## src/dsm_map.vh

```
// Register map, field layout and reset values of the dual serial module control block
`ifndef DSM_MAP_VH
`define DSM_MAP_VH

// ----------------------------------------------------------------
// Word indices on the module bus
// ----------------------------------------------------------------
`define DSM_IDX_CFG 3'h0
`define DSM_IDX_INT 3'h2
`define DSM_IDX_PDAT 3'h4
`define DSM_IDX_PIN 3'h5

// ----------------------------------------------------------------
// Module config register fields
// ----------------------------------------------------------------
`define DSM_CFG_STOP 15
`define DSM_CFG_FRZ_HI 14
`define DSM_CFG_FRZ_LO 13
`define DSM_CFG_ARBITRATION_PRIORITY_FIELD_HI 3
`define DSM_CFG_ARBITRATION_PRIORITY_FIELD_LO 0
`define DSM_CFG_STOP_RST 1'h1
`define DSM_CFG_FRZ_RST 2'h0
`define DSM_CFG_ARBITRATION_PRIORITY_FIELD_RST 4'h0

// ----------------------------------------------------------------
// Interrupt word: level select high byte, vector low byte
// ----------------------------------------------------------------
`define DSM_INT_ILQ_HI 13
`define DSM_INT_ILQ_LO 11
`define DSM_INT_ILS_HI 10
`define DSM_INT_ILS_LO 8
`define DSM_INT_VEC_HI 7
`define DSM_INT_VEC_LO 1
`define DSM_LVL_RST 3'h0
`define DSM_VEC_RST 7'h07
`define DSM_LVL_OFF 3'h0
`define DSM_VEC_SRC_ASYNC 1'h0
`define DSM_VEC_SRC_QUEUED 1'h1
`define DSM_VEC_READ_BIT0 1'h1

// ----------------------------------------------------------------
// Pin word: assignment high byte, direction low byte
// ----------------------------------------------------------------
`define DSM_PIN_ASG_HI 14
`define DSM_PIN_ASG_LO 8
`define DSM_PIN_DIR_HI 7
`define DSM_PIN_DIR_LO 0
`define DSM_ASG_RST 7'h00
`define DSM_DIR_RST 8'h00
`define DSM_PDAT_RST 8'h00
`define DSM_PIN_TXD 7
`define DSM_PIN_SEL 3
// Queued-port pins that drive in master and in slave mode
`define DSM_MASK_MOUT 7'h7E
`define DSM_MASK_SOUT 7'h01
// Queued-port pins that receive in master and in slave mode
`define DSM_MASK_MIN 7'h09
`define DSM_MASK_SIN 7'h0E

`endif
```

## src/dsm_ctrl.v

```verilog
// Global control, interrupt routing and pin control of the dual serial module
`timescale 1ns/10ps
`default_nettype none
`include "dsm_map.vh"

module dsm_ctrl #(
  parameter NPIN = 8,
  parameter ARB_W = 4
) (
  input wire mclk,
  input wire rst,
  // Module bus register port
  input wire bus_sel,
  input wire bus_wr,
  input wire [2:0] bus_addr,
  input wire [1:0] bus_be,
  input wire [15:0] bus_wdata,
  output reg [15:0] bus_rdata_q,
  output reg bus_ack_q,
  // Clock gate and freeze
  output wire module_clk_en,
  input wire freeze,
  input wire transfer_boundary,
  output reg queued_freeze_halt_q,
  // Interrupt requests and acknowledge
  input wire req_queued,
  input wire req_async,
  output reg [7:1] irq_lines_n_q,
  input wire iack_start,
  input wire [2:0] iack_level,
  input wire arb_in,
  output wire arb_out,
  output wire arb_oe,
  output wire [7:0] vec_data_q,
  output wire vec_oe_q,
  output wire arb_lost_q,
  // Pins and submodule hookup
  input wire [NPIN-1:0] pin_in,
  output reg [NPIN-1:0] pin_out_q,
  output reg [NPIN-1:0] pin_oe_q,
  input wire rxd_pin,
  output reg async_rxd_q,
  input wire queued_master,
  input wire [NPIN-2:0] queued_drive,
  output reg [NPIN-2:0] queued_pin_in_q,
  output reg [NPIN-2:0] queued_pin_ie_q,
  output reg queued_mode_fault_q,
  input wire async_tx_en,
  input wire async_txd
);

  // ----------------------------------------------------------------
  // Registers
  // ----------------------------------------------------------------
  reg stop_q;
  reg [1:0] frz_q;
  reg [ARB_W-1:0] arbitration_priority_field_q;
  reg [2:0] lvl_queued_q;
  reg [2:0] lvl_async_q;
  reg [6:0] vec_hi_q;
  reg [NPIN-2:0] asg_q;
  reg [NPIN-1:0] dir_q;
  reg [NPIN-1:0] pdat_q;
  reg [15:0] rdata_d;
  reg [NPIN-1:0] out_d;
  reg [NPIN-1:0] oe_d;
  reg [NPIN-2:0] ie_d;

  wire wr_hi;
  wire wr_lo;
  wire rd;
  wire [NPIN-2:0] q_out_mask;
  wire [NPIN-2:0] q_in_mask;

  // One-hot request line for a three-bit level; zero selects none
  function [7:1] lvl_decode;
    input [2:0] lvl;
    integer k;
    begin
      for (k = 1; k <= 7; k = k + 1) begin
        lvl_decode[k] = (lvl == k[2:0]);
      end
    end
  endfunction

  assign wr_hi = bus_sel && bus_wr && bus_be[1];
  assign wr_lo = bus_sel && bus_wr && bus_be[0];
  assign rd = bus_sel && !bus_wr;

  // Our own logic keeps running so writes land while stopped
  assign module_clk_en = !stop_q;

  // ----------------------------------------------------------------
  // Register writes
  // ----------------------------------------------------------------
  // Writes are accepted regardless of the stop bit
  always @(posedge mclk) begin
    if (rst) begin
      stop_q <= `DSM_CFG_STOP_RST;
      frz_q <= `DSM_CFG_FRZ_RST;
      arbitration_priority_field_q <= `DSM_CFG_ARBITRATION_PRIORITY_FIELD_RST;
      lvl_queued_q <= `DSM_LVL_RST;
      lvl_async_q <= `DSM_LVL_RST;
      vec_hi_q <= `DSM_VEC_RST;
      asg_q <= `DSM_ASG_RST;
      dir_q <= `DSM_DIR_RST;
      pdat_q <= `DSM_PDAT_RST;
    end else begin
      if (bus_addr == `DSM_IDX_CFG) begin
        if (wr_hi) begin
          stop_q <= bus_wdata[`DSM_CFG_STOP];
          frz_q <= bus_wdata[`DSM_CFG_FRZ_HI:`DSM_CFG_FRZ_LO];
        end
        if (wr_lo) begin
          arbitration_priority_field_q <= bus_wdata[`DSM_CFG_ARBITRATION_PRIORITY_FIELD_HI:`DSM_CFG_ARBITRATION_PRIORITY_FIELD_LO];
        end
      end else if (bus_addr == `DSM_IDX_INT) begin
        if (wr_hi) begin
          lvl_queued_q <= bus_wdata[`DSM_INT_ILQ_HI:`DSM_INT_ILQ_LO];
          lvl_async_q <= bus_wdata[`DSM_INT_ILS_HI:`DSM_INT_ILS_LO];
        end
        if (wr_lo) begin
          // Bit 0 of the vector is not stored
          vec_hi_q <= bus_wdata[`DSM_INT_VEC_HI:`DSM_INT_VEC_LO];
        end
      end else if (bus_addr == `DSM_IDX_PDAT) begin
        if (wr_lo) begin
          pdat_q <= bus_wdata[NPIN-1:0];
        end
      end else if (bus_addr == `DSM_IDX_PIN) begin
        if (wr_hi) begin
          asg_q <= bus_wdata[`DSM_PIN_ASG_HI:`DSM_PIN_ASG_LO];
        end
        if (wr_lo) begin
          dir_q <= bus_wdata[`DSM_PIN_DIR_HI:`DSM_PIN_DIR_LO];
        end
      end
    end
  end

  // ----------------------------------------------------------------
  // Register reads
  // ----------------------------------------------------------------
  always @* begin
    rdata_d = 16'h0000;
    if (bus_addr == `DSM_IDX_CFG) begin
      rdata_d[`DSM_CFG_STOP] = stop_q;
      rdata_d[`DSM_CFG_FRZ_HI:`DSM_CFG_FRZ_LO] = frz_q;
      rdata_d[`DSM_CFG_ARBITRATION_PRIORITY_FIELD_HI:`DSM_CFG_ARBITRATION_PRIORITY_FIELD_LO] = arbitration_priority_field_q;
    end else if (stop_q) begin
      // Only the config word answers while stopped
      rdata_d = 16'h0000;
    end else if (bus_addr == `DSM_IDX_INT) begin
      rdata_d[`DSM_INT_ILQ_HI:`DSM_INT_ILQ_LO] = lvl_queued_q;
      rdata_d[`DSM_INT_ILS_HI:`DSM_INT_ILS_LO] = lvl_async_q;
      rdata_d[`DSM_INT_VEC_HI:`DSM_INT_VEC_LO] = vec_hi_q;
      rdata_d[0] = `DSM_VEC_READ_BIT0;
    end else if (bus_addr == `DSM_IDX_PDAT) begin
      rdata_d[NPIN-1:0] = pin_in;
    end else if (bus_addr == `DSM_IDX_PIN) begin
      rdata_d[`DSM_PIN_ASG_HI:`DSM_PIN_ASG_LO] = asg_q;
      rdata_d[`DSM_PIN_DIR_HI:`DSM_PIN_DIR_LO] = dir_q;
    end
  end

  // Every selected access is answered, unmapped ones with zero
  always @(posedge mclk) begin
    if (rst) begin
      bus_rdata_q <= 16'h0000;
      bus_ack_q <= 1'b0;
    end else begin
      bus_ack_q <= bus_sel;
      if (rd) begin
        bus_rdata_q <= rdata_d;
      end
    end
  end

  // ----------------------------------------------------------------
  // Freeze response
  // ----------------------------------------------------------------
  // Lower freeze bit is stored but steers nothing
  always @(posedge mclk) begin
    if (rst) begin
      queued_freeze_halt_q <= 1'b0;
    end else if (!freeze) begin
      queued_freeze_halt_q <= 1'b0;
    end else if (frz_q[1] && transfer_boundary) begin
      queued_freeze_halt_q <= 1'b1;
    end
  end

  // ----------------------------------------------------------------
  // Interrupt request lines
  // ----------------------------------------------------------------
  always @(posedge mclk) begin
    if (rst) begin
      irq_lines_n_q <= 7'h7F;
    end else begin
      irq_lines_n_q <= ~((lvl_decode(lvl_queued_q) & {7{req_queued}}) |
                         (lvl_decode(lvl_async_q) & {7{req_async}}));
    end
  end

  dsm_iack_arb #(
    .ARB_W(ARB_W)
  ) u_arb (
    .mclk(mclk),
    .rst(rst),
    .arbitration_priority_field(arbitration_priority_field_q),
    .vec_hi(vec_hi_q),
    .lvl_queued(lvl_queued_q),
    .lvl_async(lvl_async_q),
    .req_queued(req_queued),
    .req_async(req_async),
    .iack_start(iack_start),
    .iack_level(iack_level),
    .arb_in(arb_in),
    .arb_out(arb_out),
    .arb_oe(arb_oe),
    .vec_data_q(vec_data_q),
    .vec_oe_q(vec_oe_q),
    .arb_lost_q(arb_lost_q)
  );

  // ----------------------------------------------------------------
  // Pin control
  // ----------------------------------------------------------------
  assign q_out_mask = queued_master ? `DSM_MASK_MOUT : `DSM_MASK_SOUT;
  assign q_in_mask = queued_master ? `DSM_MASK_MIN : `DSM_MASK_SIN;

  genvar gi;
  generate
    for (gi = 0; gi < NPIN - 1; gi = gi + 1) begin : g_pin
      always @* begin
        if (asg_q[gi]) begin
          // Queued port owns the pin; direction gates its role
          out_d[gi] = queued_drive[gi];
          oe_d[gi] = dir_q[gi] && q_out_mask[gi];
          ie_d[gi] = !dir_q[gi] && q_in_mask[gi];
        end else begin
          out_d[gi] = pdat_q[gi];
          oe_d[gi] = dir_q[gi];
          ie_d[gi] = 1'b0;
        end
      end
    end
  endgenerate

  // Enabled transmitter overrides the direction bit
  always @* begin
    out_d[`DSM_PIN_TXD] = async_tx_en ? async_txd : pdat_q[`DSM_PIN_TXD];
    oe_d[`DSM_PIN_TXD] = async_tx_en || dir_q[`DSM_PIN_TXD];
  end

  always @(posedge mclk) begin
    if (rst) begin
      pin_out_q <= {NPIN{1'b0}};
      pin_oe_q <= {NPIN{1'b0}};
      queued_pin_in_q <= {(NPIN-1){1'b0}};
      queued_pin_ie_q <= {(NPIN-1){1'b0}};
      queued_mode_fault_q <= 1'b0;
      async_rxd_q <= 1'b1;
    end else begin
      pin_out_q <= out_d;
      pin_oe_q <= oe_d;
      queued_pin_ie_q <= ie_d;
      queued_pin_in_q <= pin_in[NPIN-2:0] & ie_d;
      // Receive pin has no direction or assignment
      async_rxd_q <= rxd_pin;
      // Select input low in master mode with direction clear
      queued_mode_fault_q <= queued_master && asg_q[`DSM_PIN_SEL] &&
                             !dir_q[`DSM_PIN_SEL] && !pin_in[`DSM_PIN_SEL];
    end
  end

endmodule // dsm_ctrl
`default_nettype wire

```

## src/dsm_iack_arb.v

```verilog
// Interrupt acknowledge contention, serial arbitration and vector drive
`timescale 1ns/10ps
`default_nettype none
`include "dsm_map.vh"

module dsm_iack_arb #(
  parameter ARB_W = 4
) (
  input wire mclk,
  input wire rst,
  input wire [ARB_W-1:0] arbitration_priority_field,
  input wire [6:0] vec_hi,
  input wire [2:0] lvl_queued,
  input wire [2:0] lvl_async,
  input wire req_queued,
  input wire req_async,
  input wire iack_start,
  input wire [2:0] iack_level,
  input wire arb_in,
  output reg arb_out,
  output reg arb_oe,
  output reg [7:0] vec_data_q,
  output reg vec_oe_q,
  output reg arb_lost_q
);

  localparam ST_IDLE = 2'd0;
  localparam ST_ARB = 2'd1;
  localparam ST_VEC = 2'd2;

  reg [1:0] state_q;
  reg [1:0] state_d;
  reg [ARB_W-1:0] bit_q;
  reg src_q;
  wire hit_q;
  wire hit_s;
  wire my_bit;

  // ----------------------------------------------------------------
  // Contention decision
  // ----------------------------------------------------------------
  assign hit_q = req_queued && (lvl_queued != `DSM_LVL_OFF) && (lvl_queued == iack_level);
  assign hit_s = req_async && (lvl_async != `DSM_LVL_OFF) && (lvl_async == iack_level);
  assign my_bit = |(arbitration_priority_field & bit_q);

  // Open-drain style: drive only the ones of the field
  always @* begin
    arb_out = 1'b0;
    arb_oe = 1'b0;
    if (state_q == ST_ARB) begin
      arb_out = my_bit;
      arb_oe = my_bit;
    end
  end

  always @* begin
    state_d = state_q;
    case (state_q)
      ST_IDLE: begin
        // Zero field never contends: it would vanish on the wired line
        if (iack_start && (hit_q || hit_s) && (arbitration_priority_field != {ARB_W{1'b0}})) begin
          state_d = ST_ARB;
        end
      end
      ST_ARB: begin
        if (!my_bit && arb_in) begin
          state_d = ST_IDLE;
        end else if (bit_q[0]) begin
          state_d = ST_VEC;
        end
      end
      ST_VEC: begin
        state_d = ST_IDLE;
      end
      default: begin
        state_d = ST_IDLE;
      end
    endcase
  end

  always @(posedge mclk) begin
    if (rst) begin
      state_q <= ST_IDLE;
      bit_q <= {ARB_W{1'b0}};
      src_q <= `DSM_VEC_SRC_ASYNC;
      vec_data_q <= 8'h00;
      vec_oe_q <= 1'b0;
      arb_lost_q <= 1'b0;
    end else begin
      state_q <= state_d;
      vec_oe_q <= 1'b0;
      arb_lost_q <= 1'b0;
      if (state_q == ST_IDLE) begin
        bit_q <= {1'b1, {(ARB_W-1){1'b0}}};
        // Queued port wins a tie at the same level
        src_q <= hit_q ? `DSM_VEC_SRC_QUEUED : `DSM_VEC_SRC_ASYNC;
      end else if (state_q == ST_ARB) begin
        bit_q <= bit_q >> 1;
        if (!my_bit && arb_in) begin
          arb_lost_q <= 1'b1;
        end
        if (state_d == ST_VEC) begin
          vec_data_q <= {vec_hi, src_q};
          vec_oe_q <= 1'b1;
        end
      end
    end
  end

endmodule // dsm_iack_arb
`default_nettype wire

```

## config.mk

```make
export PLATFORM = sky130hd
export DESIGN_NAME = dsm_ctrl
export DESIGN_NICKNAME = d
export VERILOG_FILES = /design/src/dsm_ctrl.v /design/src/dsm_iack_arb.v
export VERILOG_INCLUDE_DIRS = /design/src
export SDC_FILE = /design/constraint.sdc
export NUM_CORES = 1
export LEC_CHECK = 0
export ABC_AREA = 0
export BUFFER_PORTS_ARGS = -buffer_cell sky130_fd_sc_hd__buf_2
export CORE_MARGIN = 10
export CORE_UTILIZATION = 52
export CTS_BUF_LIST = sky130_fd_sc_hd__clkbuf_4 sky130_fd_sc_hd__clkbuf_8 sky130_fd_sc_hd__clkbuf_16
export DETAILED_ROUTE_END_ITERATION = 12
export MAX_ROUTING_LAYER = met4
export PLACE_DENSITY = 0.91
export SYNTH_ARGS = -nofsm -noshare
export SYNTH_HDL_FRONTEND = slang
export SYNTH_SLANG_ARGS = --single-unit
```

## constraint.sdc

```tcl
create_clock -name mclk -period 2.35 [get_ports mclk]
set_clock_uncertainty 0.15 [all_clocks]
set_input_delay 0.5875 -clock mclk [delete_from_list [all_inputs] [get_ports mclk]]
set_output_delay 0.5875 -clock mclk [all_outputs]
set_load 0.01 [all_outputs]
```

==> out/metrics.yaml <==
routing:
  maxUsedRoutingLayer: "met4"
  wl_per_cell_um: 17.9
  num_vias: 3877
  initialDrtViolationCount: 321
  drtPass1Iterations: 5
  wirelength_um: 12300
  drcViolationCount: 0
  antenna_left: 0
  drt-met1-wl_um: 5180
  wl_met3_um: 1050
  vias_per_cell: 5.66
  route.met2.wl_um: 5740
status:
  status: "complete, no violations"
layout:
  fin_cells: 685
  syn2layout_area_growth_pct: 20.7
  final_nets: 627
  layout-drive-gt1-share_pct: 26.3
  final_cell_mix: "buf_2 (116), dfxtp_1 (111), nor2_1 (64)"
  mostFrequentLayoutCell: "buf_2"
sta:
  finalCritPeriodShare_pct: 90.2
  setup_violations: 0
  setup_slack_ns: 0.229
  worstMarginPinSlew_ns: 0.521
  setup_tns_ns: 0
  min_period_ns: 2.12
  rsz0062_at_grt: "false"
  final_hold_viol_count: 0
  report.final.slew_viol_count: 0
  max_clock_freq_mhz: 472
  slew_headroom_pct: 65.2
yosys:
  synthCells: 463
  syn_area_sq_mm: 0.00440
  synth-edff-count: 0
  synth_seq_cells: 111
  yosys_warnings: 0
  synthFlopType: "dfxtp_1"
  synth_cell_type_count: 46
  synth_seq_area_share_pct: 50.5
  ys_async_sr_fraction_pct: 0
  syn_avg_cell_area_sq_um: 9.51
power:
  internal_power_mw: 2.60
  p_sw_share_pct: 24.0
  p_comb_share_pct: 6.7
  powerDensity_mw_per_mm2: 643
  p_total_mw: 3.42
  p_leak_nw: 2.21
  pwr-share-clk_pct: 37.5
  seqPwrFrac_pct: 55.8
  ir_worst_vdd_mv: 0.390
  power_switching_uw: 819
critical_path:
  rr_startpoint: "lvl_async_q[0]$_SDFFE_PP0P_"
  start_kind: "register"
  critPathKind: "reg2out"
  crit_start: "arbitration_priority_field_q[1]$_SDFFE_PP0P_"
  worstPathRequired_ns: 1.61
  slowest_delay_ns: 0.36
  slowest_stage: "dfxtp_1"
  cp.arrival_ns: 1.38
  crit_chain: "a22oi_1 > a21oi_1 > buf_2"
  crit_fanout: 4
  path_buf_inv: 1
  cp-end-kind: "output pin"
  cpLargestDelayFamily: "compound AO/OA/AOI/OAI gates"
grt:
  grt_max_degree: 87
  antenna_found_initial: 1
  grtUsageTotal_pct: 19.3
  gr-total-overflow: 0
  grt_pass1_wl_um: 19800
  grt_pass1_vias: 3899
clock_tree:
  numClockSinks: 111
  clk_latency_ns: 0.38
  cts_tree: "done"
  clockRootBuffer: "clkbuf_8"
  htree_levels: 3
  clk_path_buf_depth: 2
  clk_pin_slew_ns: 0.11
  post-cts-setup-buffers: 0
  ctsHoldBuffers: 0
  cts_buffers: 9
  cts_resized: 0
placement:
  hpwlAfterDp_um: 9280
  gp_congestion: 0.927
  dpl.cell_count: 668
  portBuffers: 116
  pre_cts_ws_ns: 0.269
floorplanning:
  initial_core_util_pct: 53.6
  num_io_pins: 123
  coreArea_sq_mm: 0.00822
  rows: 33
  die_y_um: 112
  dieArea_sq_mm: 0.0125
  die_w_um: 112
min_path:
  min_from: "rxd_pin"
  hp-class: "in2reg"
run:
  cap_violations: 0
flip-flops by register name, summed over array words and instances (netlist names), 3 cells and up:
register,cells
pin_oe_q,8
vec_hi_q,7
u_arb.bit_q,4
irq_lines_n_q,7
arbitration_priority_field_q,4
u_arb.vec_data_q,8
queued_pin_ie_q,4
lvl_queued_q,3
lvl_async_q,3
dir_q,8
pin_out_q,8
queued_pin_in_q,4
pdat_q,8
bus_rdata_q,16
asg_q,7
routing by layer:
| layer | GRT usage, % | vias to the layer above |
|---|---|---|
| met2 | 29.8 | 216 |
| met3 | 5.22 | 30 |
| met4 | 7.19 | 0 |
| li1 | - | 1838 |
| met5 | - | - |
| met1 | 23.9 | 1793 |
area by class of cell:
type / count / area (sq um)
Multi-Input combinational cell: 315 / 2010
Tap cell: 105 / 131
Clock buffer: 9 / 124
Fill cell: 652 / 2900
Inverter: 8 / 30.0
Antenna cell: 1 / 2.50
Sequential cell: 111 / 2220
Timing Repair Buffer: 129 / 691
Clock inverter: 7 / 105
stage by stage:
step | instance area [sq um] | hold WS [ns] | util, %
4_1_cts | 5310 | 0.230 | 64.6
2_1_floorplan | 4420 | 0.287 | -
5_1_grt | 5310 | 0.228 | 64.7
3_5_place_dp | 5080 | 0.296 | 61.9
6_report | 5310 | 0.237 | 64.7
3_3_place_gp | 5080 | 0.286 | 61.9
cells by family (layout without fill, tap and decap cells):
family	Yosys count	after routing	synth area share, %
AO/OA/AOI/OAI	91	91	13.8
XOR/XNOR	4	4	0.796
buffers and inverters	42	153	4.49
flip-flops	111	111	50.5
multiplexers	48	48	10.9
other	1	7	0.0852
AND/OR/NAND/NOR	166	166	19.5
path summary, 6_finish.rpt:
check                                 end  slack (ns)  depth (start not counted)
max                                arb_oe        0.23                          3
min reg2reg  bus_rdata_q[15]$_SDFFE_PP0P_        0.31                          2
max reg2reg   u_arb.state_q[0]$_SDFF_PP0_        0.60                          4
min                async_rxd_q$_SDFF_PP1_        0.24                          2
power groups by stage:
stage / Sequential, mW / Combinational (mW) / Clock (mW)
after floorplan: 1.95 / 0.117 / 0
after global placement: 1.95 / 0.220 / 0
after detailed placement: 1.95 / 0.225 / 0
after CTS: 1.91 / 0.226 / 1.29
after global routing: 1.91 / 0.249 / 1.37
final: 1.91 / 0.230 / 1.28
cells in the mapped netlist (2+ instances only):
master     number  area share, %
nor2_1         64            5.5
mux2i_1        48             11
buf_1           3           0.26
nand2b_1       11            1.6
nand2_1        32            2.7
clkbuf_1       15            1.3
nand3_1         8           0.91
xnor2_1         4           0.80
or3_1           2           0.28
and3b_1         2           0.40
and2_1          4           0.57
buf_4           8            1.4
dfxtp_1       111             50
o2bb2ai_1       7            1.4
nor2b_1        11            1.6
a211oi_1        3           0.51
a32o_1          6            1.4
inv_1           7           0.60
o21ai_0        19            2.2
a211o_1         5           0.99
nor3b_1        11            1.9
buf_2           8           0.91
a221oi_1        3           0.60
nor3_1         10            1.1
a22oi_1        12            2.0
o22ai_1         6           0.85
a21oi_1        24            2.7
Power figures use the tool's default switching activity.
